File: src/hdl/host_port_pkg.sv
// constants and types shared by the host serial port design
package host_port_pkg;
  localparam int         CLK_KHZ        = 10000;
  localparam int         I2C_FAST_KHZ   = 400;
  localparam int         I2C_HALF_CYC   = CLK_KHZ / (2 * I2C_FAST_KHZ);
  localparam logic [6:0] PAGE_OFFSET    = 7'h7f;
  localparam logic [6:0] CFG_OFFSET     = 7'h7e;
  localparam int         PAGE_BIT       = 0;
  localparam logic       PAGE_RESET     = 1'h0;
  localparam int         CFG_THREE_W    = 0;
  localparam int         CFG_SPI_MODE   = 1;
  localparam int         CFG_CPOL       = 2;
  localparam logic       THREE_W_RESET  = 1'h0;
  localparam logic [5:0] TARGET_ADDR_HI = 6'h1b;
  localparam logic [3:0] BIT_CNT_ZERO   = 4'h0;
  localparam logic [3:0] SPI_ADDR_LAST  = 4'h7;
  localparam logic [3:0] SPI_DATA_FIRST = 4'h8;
  localparam logic [3:0] SPI_BYTE_LAST  = 4'hf;
  localparam logic [3:0] I2C_BYTE_BITS  = 4'h8;
  localparam int         WORD_W         = 16;
  localparam int         FIFO_DEPTH     = 16;
  localparam int         MEM_WORDS      = 256;

  typedef enum logic [3:0] {
    I_IDLE, I_ADDR, I_ACK_ADDR, I_REG, I_ACK_REG,
    I_WDATA, I_ACK_W, I_RDATA, I_HACK
  } i2c_state_t;
endpackage : host_port_pkg

File: src/hdl/stream_if.sv
// valid/ready word stream between design modules
`timescale 1ns/10ps
`default_nettype none
interface stream_if #(parameter int WIDTH = 16);
  logic             valid;
  logic             ready;
  logic [WIDTH-1:0] data;
  modport src (output valid, output data, input ready);
  modport snk (input valid, input data, output ready);
endinterface : stream_if
`default_nettype wire

File: src/hdl/word_fifo.sv
// synchronous word fifo with valid/ready on both sides
`timescale 1ns/10ps
`default_nettype none
module word_fifo #(
  parameter int WIDTH = 16,
  parameter int DEPTH = 16
) (
  input wire logic ref_clk,
  input wire logic nrst,
  stream_if.snk    in_s,
  stream_if.src    out_s
);
  localparam int AW = $clog2(DEPTH);

  logic [WIDTH-1:0] store [DEPTH];
  logic [AW-1:0]    wr_ptr_reg;
  logic [AW-1:0]    rd_ptr_reg;
  logic [AW:0]      count_reg;
  logic             push;
  logic             pop;

  // depth must be a power of two so the pointers wrap by themselves
  assign in_s.ready  = (count_reg != (AW+1)'(DEPTH));
  assign out_s.valid = (count_reg != '0);
  assign out_s.data  = store[rd_ptr_reg];
  assign push        = in_s.valid & in_s.ready;
  assign pop         = out_s.valid & out_s.ready;

  always_ff @(posedge ref_clk) begin
    if (push) begin
      store[wr_ptr_reg] <= in_s.data;
    end
  end

  always_ff @(posedge ref_clk or negedge nrst) begin
    if (!nrst) begin
      wr_ptr_reg <= '0;
      rd_ptr_reg <= '0;
      count_reg  <= '0;
    end else begin
      if (push) begin
        wr_ptr_reg <= wr_ptr_reg + 1'b1;
      end
      if (pop) begin
        rd_ptr_reg <= rd_ptr_reg + 1'b1;
      end
      count_reg <= count_reg + (AW+1)'(push) - (AW+1)'(pop);
    end
  end
endmodule : word_fifo
`default_nettype wire

File: src/hdl/reg_array.sv
// two-page register storage, two write ports and a registered read
`timescale 1ns/10ps
`default_nettype none
module reg_array (
  input  wire logic       ref_clk,
  input  wire logic       nrst,
  input  wire logic       a_we,
  input  wire logic [7:0] a_addr,
  input  wire logic [7:0] a_wdata,
  input  wire logic       b_we,
  input  wire logic [7:0] b_addr,
  input  wire logic [7:0] b_wdata,
  input  wire logic [7:0] rd_addr,
  output var  logic [7:0] rd_data
);
  logic [7:0] cells [host_port_pkg::MEM_WORDS];

  // core port is written last so it wins a same-address collision
  always_ff @(posedge ref_clk) begin
    if (a_we) begin
      cells[a_addr] <= a_wdata;
    end
    if (b_we) begin
      cells[b_addr] <= b_wdata;
    end
  end

  always_ff @(posedge ref_clk or negedge nrst) begin
    if (!nrst) begin
      rd_data <= 8'h00;
    end else begin
      rd_data <= cells[rd_addr];
    end
  end
endmodule : reg_array
`default_nettype wire

File: src/hdl/imu_host_serial_port.sv
// host serial port: i2c or spi slave access to the register pages
// Behaviour
// port starts and stays i2c until select falls
// select falling edge switches port to spi
// spi modes 00/11 chosen from clock at select
// page register bit 0 picks register page
// first spi bit is read/write flag
// seven address bits then eight data bits
// spi burst auto-increments address while selected
// i2c address set by serial-out pin strap
// i2c slave works up to 400 kHz
// receiver holds data low through ack pulse
// host sends start, address, register index
// host repeated-starts then resends address for read
// device acks address, index, written data; stores data (a full write fifo nacks and drops the data byte)
// host acks each read byte wanting more
// read ends on host nack, write on stop
// i2c bytes travel msb first
// i2c bursts step register address per byte
// optional three-wire spi on shared data line
`timescale 1ns/10ps
`default_nettype none
module imu_host_serial_port (
  input  wire logic        ref_clk,
  input  wire logic        nrst,
  input  wire logic        select_n_pin,
  input  wire logic        sclk_pin,
  input  wire logic        serial_in_pin_i,
  output logic             serial_in_pin_o,
  output logic             serial_in_pin_oe,
  input  wire logic        serial_out_pin_i,
  output logic             serial_out_pin_o,
  output logic             serial_out_pin_oe,
  output logic             wr_valid,
  input  wire logic        wr_ready,
  output logic [15:0]      wr_word,
  input  wire logic        core_we,
  input  wire logic [7:0]  core_addr,
  input  wire logic [7:0]  core_wdata,
  output logic             spi_active
);
  logic [3:0]                  sync1_reg;
  logic [3:0]                  sync2_reg;
  logic [3:0]                  sync3_reg;
  logic                        cs;
  logic                        sck;
  logic                        din;
  logic                        strap;
  logic                        cs_fell;
  logic                        sck_rise;
  logic                        sck_fall;
  logic                        din_rise;
  logic                        din_fell;
  logic                        spi_mode_reg;
  logic                        spi_on;
  logic                        i2c_on;
  logic                        cpol_reg;
  logic                        spi_rw_reg;
  logic [3:0]                  spi_cnt_reg;
  logic                        so_bit_reg;
  logic [7:0]                  rx_shift_reg;
  logic [6:0]                  addr_reg;
  logic                        page_reg;
  logic                        three_wire_reg;
  host_port_pkg::i2c_state_t   i2c_st_reg;
  logic [3:0]                  i2c_cnt_reg;
  logic                        i2c_rw_reg;
  logic                        sda_low_reg;
  logic                        i2c_start;
  logic                        i2c_stop;
  logic                        addr_match;
  logic                        spi_wr;
  logic                        i2c_wr;
  logic                        wr_pulse;
  logic                        wr_accept;
  logic [7:0]                  wr_data;
  logic [7:0]                  mem_rdata;
  logic [7:0]                  rd_byte;
  logic [6:0]                  spi_addr_in;

  stream_if #(.WIDTH(host_port_pkg::WORD_W)) fill_s ();
  stream_if #(.WIDTH(host_port_pkg::WORD_W)) drain_s ();

  // every pin is foreign to ref_clk; levels come from the second stage, edges from it against the third
  always_ff @(posedge ref_clk or negedge nrst) begin
    if (!nrst) begin
      sync1_reg <= 4'hf;
      sync2_reg <= 4'hf;
      sync3_reg <= 4'hf;
    end else begin
      sync1_reg <= {select_n_pin, sclk_pin, serial_in_pin_i, serial_out_pin_i};
      sync2_reg <= sync1_reg;
      sync3_reg <= sync2_reg;
    end
  end

  assign cs       = sync2_reg[3];
  assign sck      = sync2_reg[2];
  assign din      = sync2_reg[1];
  assign strap    = sync2_reg[0];
  assign cs_fell  = sync3_reg[3] & ~cs;
  assign sck_rise = ~sync3_reg[2] & sck;
  assign sck_fall = sync3_reg[2] & ~sck;
  assign din_rise = ~sync3_reg[1] & din;
  assign din_fell = sync3_reg[1] & ~din;

  // sticky: there is no way back to i2c short of reset
  always_ff @(posedge ref_clk or negedge nrst) begin
    if (!nrst) begin
      spi_mode_reg <= 1'b0;
    end else if (cs_fell) begin
      spi_mode_reg <= 1'b1;
    end
  end

  assign spi_on     = spi_mode_reg & ~cs;
  assign i2c_on     = ~spi_mode_reg;
  assign spi_active = spi_mode_reg;

  // ---- spi framing
  always_ff @(posedge ref_clk or negedge nrst) begin
    if (!nrst) begin
      cpol_reg    <= 1'b0;
      spi_rw_reg  <= 1'b0;
      spi_cnt_reg <= host_port_pkg::BIT_CNT_ZERO;
      so_bit_reg  <= 1'b0;
    end else if (cs_fell) begin
      cpol_reg    <= sck;
      spi_cnt_reg <= host_port_pkg::BIT_CNT_ZERO;
    end else if (spi_on && sck_rise) begin
      // both modes sample on the rising edge, so only the idle level differs
      if (spi_cnt_reg == host_port_pkg::BIT_CNT_ZERO) begin
        spi_rw_reg <= din;
      end
      if (spi_cnt_reg == host_port_pkg::SPI_BYTE_LAST) begin
        spi_cnt_reg <= host_port_pkg::SPI_DATA_FIRST;
      end else begin
        spi_cnt_reg <= spi_cnt_reg + 4'h1;
      end
    end else if (spi_on && sck_fall && spi_cnt_reg[3]) begin
      so_bit_reg <= rd_byte[~spi_cnt_reg[2:0]];
    end
  end

  // shared receive shifter, msb first for both protocols
  always_ff @(posedge ref_clk or negedge nrst) begin
    if (!nrst) begin
      rx_shift_reg <= 8'h00;
    end else if ((spi_on || i2c_on) && sck_rise) begin
      rx_shift_reg <= {rx_shift_reg[6:0], din};
    end
  end

  assign spi_addr_in = {rx_shift_reg[5:0], din};
  assign spi_wr      = spi_on & sck_rise & ~spi_rw_reg
                     & (spi_cnt_reg == host_port_pkg::SPI_BYTE_LAST);

  // ---- i2c slave
  assign i2c_start  = i2c_on & sck & din_fell;
  assign i2c_stop   = i2c_on & sck & din_rise;
  assign addr_match = (rx_shift_reg[7:1] == {host_port_pkg::TARGET_ADDR_HI, strap});
  assign i2c_wr     = i2c_on & sck_fall & (i2c_st_reg == host_port_pkg::I_WDATA)
                    & (i2c_cnt_reg == host_port_pkg::I2C_BYTE_BITS);

  // a full fifo makes the i2c write nack; spi cannot stall, so it drops
  assign wr_pulse  = spi_wr | i2c_wr;
  assign wr_accept = wr_pulse & fill_s.ready;
  assign wr_data   = spi_on ? {rx_shift_reg[6:0], din} : rx_shift_reg;

  // edges come through the synchroniser: 12 ref cycles per half period at
  // fast mode leaves margin, but a faster bus would break this
  always_ff @(posedge ref_clk or negedge nrst) begin
    if (!nrst) begin
      i2c_st_reg  <= host_port_pkg::I_IDLE;
      i2c_cnt_reg <= host_port_pkg::BIT_CNT_ZERO;
      i2c_rw_reg  <= 1'b0;
      sda_low_reg <= 1'b0;
    end else if (i2c_start) begin
      i2c_st_reg  <= host_port_pkg::I_ADDR;
      i2c_cnt_reg <= host_port_pkg::BIT_CNT_ZERO;
      sda_low_reg <= 1'b0;
    end else if (i2c_stop) begin
      i2c_st_reg  <= host_port_pkg::I_IDLE;
      sda_low_reg <= 1'b0;
    end else if (i2c_on && sck_rise) begin
      case (i2c_st_reg)
        host_port_pkg::I_ADDR, host_port_pkg::I_REG,
        host_port_pkg::I_WDATA, host_port_pkg::I_RDATA: begin
          i2c_cnt_reg <= i2c_cnt_reg + 4'h1;
        end
        host_port_pkg::I_HACK: begin
          if (din) begin
            i2c_st_reg <= host_port_pkg::I_IDLE;
          end
        end
        default: begin
        end
      endcase
    end else if (i2c_on && sck_fall) begin
      case (i2c_st_reg)
        host_port_pkg::I_ADDR: begin
          if (i2c_cnt_reg == host_port_pkg::I2C_BYTE_BITS) begin
            if (addr_match) begin
              i2c_st_reg  <= host_port_pkg::I_ACK_ADDR;
              i2c_rw_reg  <= rx_shift_reg[0];
              sda_low_reg <= 1'b1;
            end else begin
              i2c_st_reg <= host_port_pkg::I_IDLE;
            end
          end
        end
        host_port_pkg::I_ACK_ADDR: begin
          i2c_cnt_reg <= host_port_pkg::BIT_CNT_ZERO;
          if (i2c_rw_reg) begin
            i2c_st_reg  <= host_port_pkg::I_RDATA;
            sda_low_reg <= ~rd_byte[7];
          end else begin
            i2c_st_reg  <= host_port_pkg::I_REG;
            sda_low_reg <= 1'b0;
          end
        end
        host_port_pkg::I_REG: begin
          if (i2c_cnt_reg == host_port_pkg::I2C_BYTE_BITS) begin
            i2c_st_reg  <= host_port_pkg::I_ACK_REG;
            sda_low_reg <= 1'b1;
          end
        end
        host_port_pkg::I_WDATA: begin
          if (i2c_cnt_reg == host_port_pkg::I2C_BYTE_BITS) begin
            i2c_st_reg  <= fill_s.ready ? host_port_pkg::I_ACK_W : host_port_pkg::I_IDLE;
            sda_low_reg <= fill_s.ready;
          end
        end
        host_port_pkg::I_ACK_REG, host_port_pkg::I_ACK_W: begin
          i2c_st_reg  <= host_port_pkg::I_WDATA;
          i2c_cnt_reg <= host_port_pkg::BIT_CNT_ZERO;
          sda_low_reg <= 1'b0;
        end
        host_port_pkg::I_RDATA: begin
          if (i2c_cnt_reg == host_port_pkg::I2C_BYTE_BITS) begin
            i2c_st_reg  <= host_port_pkg::I_HACK;
            sda_low_reg <= 1'b0;
          end else begin
            sda_low_reg <= ~rd_byte[~i2c_cnt_reg[2:0]];
          end
        end
        host_port_pkg::I_HACK: begin
          i2c_st_reg  <= host_port_pkg::I_RDATA;
          i2c_cnt_reg <= host_port_pkg::BIT_CNT_ZERO;
          sda_low_reg <= ~rd_byte[7];
        end
        default: begin
          sda_low_reg <= 1'b0;
        end
      endcase
    end
  end

  // ---- register address pointer
  always_ff @(posedge ref_clk or negedge nrst) begin
    if (!nrst) begin
      addr_reg <= 7'h00;
    end else if (spi_on && sck_rise && spi_cnt_reg == host_port_pkg::SPI_ADDR_LAST) begin
      addr_reg <= spi_addr_in;
    end else if (spi_on && sck_rise && spi_cnt_reg == host_port_pkg::SPI_BYTE_LAST) begin
      addr_reg <= addr_reg + 7'h01;
    end else if (i2c_on && sck_fall && i2c_st_reg == host_port_pkg::I_REG
                 && i2c_cnt_reg == host_port_pkg::I2C_BYTE_BITS) begin
      addr_reg <= rx_shift_reg[6:0];
    end else if (i2c_on && sck_fall && i2c_st_reg == host_port_pkg::I_ACK_W) begin
      addr_reg <= addr_reg + 7'h01;
    end else if (i2c_on && sck_rise && i2c_st_reg == host_port_pkg::I_HACK && !din) begin
      addr_reg <= addr_reg + 7'h01;
    end
  end

  // ---- page and configuration registers, visible in both pages
  always_ff @(posedge ref_clk or negedge nrst) begin
    if (!nrst) begin
      page_reg       <= host_port_pkg::PAGE_RESET;
      three_wire_reg <= host_port_pkg::THREE_W_RESET;
    end else if (wr_accept && addr_reg == host_port_pkg::PAGE_OFFSET) begin
      page_reg <= wr_data[host_port_pkg::PAGE_BIT];
    end else if (wr_accept && addr_reg == host_port_pkg::CFG_OFFSET) begin
      three_wire_reg <= wr_data[host_port_pkg::CFG_THREE_W];
    end
  end

  always_comb begin
    rd_byte = mem_rdata;
    if (addr_reg == host_port_pkg::PAGE_OFFSET) begin
      rd_byte = {7'h00, page_reg};
    end else if (addr_reg == host_port_pkg::CFG_OFFSET) begin
      rd_byte = 8'h00;
      rd_byte[host_port_pkg::CFG_THREE_W] = three_wire_reg;
      rd_byte[host_port_pkg::CFG_SPI_MODE] = spi_mode_reg;
      rd_byte[host_port_pkg::CFG_CPOL] = cpol_reg;
    end
  end

  reg_array u_regs (
    .ref_clk (ref_clk),
    .nrst    (nrst),
    .a_we    (wr_accept),
    .a_addr  ({page_reg, addr_reg}),
    .a_wdata (wr_data),
    .b_we    (core_we),
    .b_addr  (core_addr),
    .b_wdata (core_wdata),
    .rd_addr ({page_reg, addr_reg}),
    .rd_data (mem_rdata)
  );

  // every accepted write is also streamed to the core
  assign fill_s.valid  = wr_pulse;
  assign fill_s.data   = {page_reg, addr_reg, wr_data};
  assign drain_s.ready = wr_ready;
  assign wr_valid      = drain_s.valid;
  assign wr_word       = drain_s.data;

  word_fifo #(.WIDTH(host_port_pkg::WORD_W), .DEPTH(host_port_pkg::FIFO_DEPTH)) u_fifo (
    .ref_clk (ref_clk),
    .nrst    (nrst),
    .in_s    (fill_s),
    .out_s   (drain_s)
  );

  // ---- pin drive
  assign serial_in_pin_o   = spi_mode_reg & so_bit_reg;
  assign serial_in_pin_oe  = spi_mode_reg ? (spi_on & three_wire_reg & spi_rw_reg & spi_cnt_reg[3])
                                          : sda_low_reg;
  assign serial_out_pin_o  = so_bit_reg;
  assign serial_out_pin_oe = spi_on & ~three_wire_reg & spi_rw_reg & spi_cnt_reg[3];
endmodule : imu_host_serial_port
`default_nettype wire

File: config.mk
export PLATFORM = sky130hd
export DESIGN_NAME = imu_host_serial_port
export DESIGN_NICKNAME = d
export VERILOG_FILES = /design/src/hdl/host_port_pkg.sv /design/src/hdl/stream_if.sv /design/src/hdl/word_fifo.sv /design/src/hdl/reg_array.sv /design/src/hdl/imu_host_serial_port.sv
export SDC_FILE = /design/constraint.sdc
export NUM_CORES = 2
export LEC_CHECK = 0
export BUFFER_PORTS_ARGS = -buffer_cell sky130_fd_sc_hd__buf_2
export CORE_ASPECT_RATIO = 1.4
export CORE_MARGIN = 2
export CORE_UTILIZATION = 45
export DETAILED_ROUTE_END_ITERATION = 6
export GPL_ROUTABILITY_DRIVEN = 0
export PLACE_DENSITY_LB_ADDON = 0.12
export SLEW_MARGIN = 30
export SYNTH_ARGS = -nofsm -noshare
export SYNTH_HDL_FRONTEND = slang
export SYNTH_SLANG_ARGS = --single-unit
File: constraint.sdc
create_clock -name ref_clk -period 10.5 [get_ports ref_clk]
set_clock_uncertainty 0.15 [all_clocks]
set_input_delay 2.1 -clock ref_clk [delete_from_list [all_inputs] [get_ports ref_clk]]
set_output_delay 2.1 -clock ref_clk [all_outputs]
set_load 0.02 [all_outputs]
==> results_dict.tcl <==
set metrics [dict create \
    status "finished, violations left" \
    violations "DRC" \
    largest_register_ffs 2048 \
    syn_area_per_cell_um2 12.2 \
    met1_length_um 147000 \
    rows 219 \
    die-area_um2 259000 \
    cp-start-kind "register" \
    syn2layout_area_growth_pct 9.22 \
    nFillCells 21700 \
    nets 8941 \
    synth_cell_types 64 \
    regArea_um2 70900 \
    synth_edf_count 2304 \
    cts_sinks 2371 \
    fin_crit_sh_pct 55.5 \
    routed.top_layer "met5" \
    ys_seq_area_share_pct 61.8 \
    finalSetupTns_ns 0 \
    critPathMaxFanout 31 \
    relSlewSlack_pct 23.8 \
    root_buffer "clkbuf_16" \
    grtUsageTotal_pct 31.8 \
    synth.top_cell.area_share_pct 60.3 \
    crit_top_cell "mux4_2" \
    rsz0062_at_grt "no" \
    clk_latency_ns 0.92 \
    drive_gt1_share_pct 15.2 \
    drtIter0Drc 12600 \
    syn-num-nets 9421 \
    leakage_nw 41.2 \
    synth_area_leaders "edfxtp_1 60%, mux4_2 13%, a21oi_1 9.1%" \
    setup_viol 0 \
    multi_input_area_um2 40200 \
    met2_length_um 198000 \
    io_pins 46 \
    grt_overflow 0 \
    cts.repair.resized 0 \
    ir_worst_vdd_mv 0.285 \
    cp.required_ns 8.25 \
    post_cts_buffers 0 \
    grt_pass1_wl_um 584000 \
    die_h_um 601 \
    synth_cells 9377 \
    routed_wl_um 420000 \
    grt_max_degree 136 \
    antenna_found_initial 35 \
    final_util_pct 49.4 \
    worstMarginPinSlew_ns 1.14 \
    drc 11 \
    final_antenna_net_count 0 \
    syn_area_um2 115000 \
    htreeDepth 4 \
    ys_ff_latch 2371 \
    wl_per_cell_um 33.8 \
    period_needed_ns 5.82 \
    die_x_um 431 \
    ctsHoldBuffers 0 \
    async_reset_ff_share_pct 2.83 \
    cts_buffers 233 \
    crit_start "u_fifo.rd_ptr_reg[0]" \
    via_per_inst 6.49 \
    hold_violations 0 \
    cts_tree "yes" \
    synth-main-ff-cell "edfxtp_1" \
    power.density_nw_per_um2 198 \
    crit_type "register to output pin" \
    core_um2 254000 \
    worstSetupEndpointType "output pin" \
    drv_cap 0 \
    r2r-start "spi_active" \
    regMostFlops "u_regs.cells" \
    port_buffers 45 \
    slew_viol_final 0 \
    yosysMostFrequentCell "edfxtp_1" \
    timing.fmax_mhz 172 \
    first_global_vias 74600 \
    clk_pin_slew_ns 0.06 \
    hold_class "register to register" \
    hpwl_um 249000 \
    met3_length_um 44000 \
    clock_path_buffers 4 \
    yosysWarningCount 0 \
    worstPathCellList "buf_4 -> buf_16 -> mux4_2 -> mux4_2 -> buf_2" \
    critPathMaxStageDelay_ns 0.73 \
    yosys.area.top_type "edfxtp_1" \
    arrival_ns 3.57 \
    initial_core_util_pct 45.2 \
    worstHoldStart "sync1_reg[0]" \
    slowest_stage "dfrtp_4" \
    first_pass_iters 7 \
    reg_top3 "u_regs.cells x2048, u_fifo.store x256" \
    ys_top_cells_by_count "2,304 x edfxtp_1, 2,117 x nor2_1, 2,087 x a21oi_1" \
    vias 80700 \
]
[path summary, 6_finish.rpt]
path	endpoint	slack [ns]	cells past startpoint
worst max-delay path	wr_word[4]	4.68	5
worst min-delay path	sync2_reg[0]	0.21	0
worst max register to register	u_regs.cells[156][0]	5.12	10
worst min register to register	sync2_reg[0]	0.21	0
max in group asynchronous	addr_reg[1]	8.55	1
min in group asynchronous	addr_reg[4]	1.10	1
[per-layer routing]
layer | global-route usage [%] | up-vias
met1 | 39.9 | 40100
li1 | - | 33900
met5 | 0 | -
met2 | 50.1 | 5517
met4 | 21.0 | 10
met3 | 6.24 | 1130
[power breakdown]
| group | total, W | switching [W] | internal (W) |
|---|---|---|---|
| clock | 0.00857 | 0.00377 | 0.00480 |
| combinational | 0.00471 | 0.00323 | 0.00148 |
| sequential | 0.0116 | 0.000114 | 0.0115 |
| total | 0.0248 | 0.00711 | 0.0177 |
[placed cells by master, fill, tap and decap left out, types with 32 or more instances in the layout]
cell type	n
edfxtp_1	2304
clkbuf_16	235
mux2i_1	87
a21oi_1	2087
mux4_2	654
o21ai_1	214
o21ai_0	67
buf_4	197
clkinv_2	45
buf_2	36
clkinv_1	50
nor2_1	2097
nand3_1	48
diode_2	34
o22ai_1	42
dfrtp_1	45
nand2_1	355
a22oi_1	32
clkbuf_1	33
[critical path: cells and delay by family, from the launching register on]
family	cells	cell delay (ns)
buffers and inverters	3	0.85
multiplexers	2	1.06
flip-flops	1	0.73
[layout make-up]
class                           instances  share of cell area (%)
Antenna cell                           34                  0.0679
Clock buffer                          269                    4.81
Clock inverter                        148                    1.20
Inverter                               32                   0.102
Multi-Input combinational cell       5993                    32.1
Sequential cell                      2371                    56.6
Tap cell                             3315                    3.31
Timing Repair Buffer                  266                    1.80
[cell families after synthesis]
family / Yosys count / share of synthesized area (%)
adders and majority gates: 20 / 0.225
DFF: 2371 / 61.8
xor gates and xnor gates: 18 / 0.137
and+or+nand+nor: 2674 / 9.12
muxes: 769 / 13.9
AOI/OAI and AO/OA: 2512 / 11.3
buffers and inverters: 1013 / 3.55
[metrics by stage]
| step | setup WS [ns] | hold WS (ns) | power (W) | instances | instance area [µm²] |
|---|---|---|---|---|---|
| after floorplan | 5.79 | 0.195 | 0.0146 | 9377 | 115000 |
| after detailed placement | 4.84 | 0.197 | 0.0164 | 12000 | 118000 |
| after global placement | 4.91 | 0.201 | 0.0162 | 12000 | 117000 |
| final | 4.68 | 0.207 | 0.0248 | 12400 | 125000 |
| after CTS | 4.35 | 0.207 | 0.0248 | 12400 | 125000 |
| after global routing | 4.47 | 0.212 | 0.0255 | 12400 | 125000 |
(Power assumes the default switching activity.)
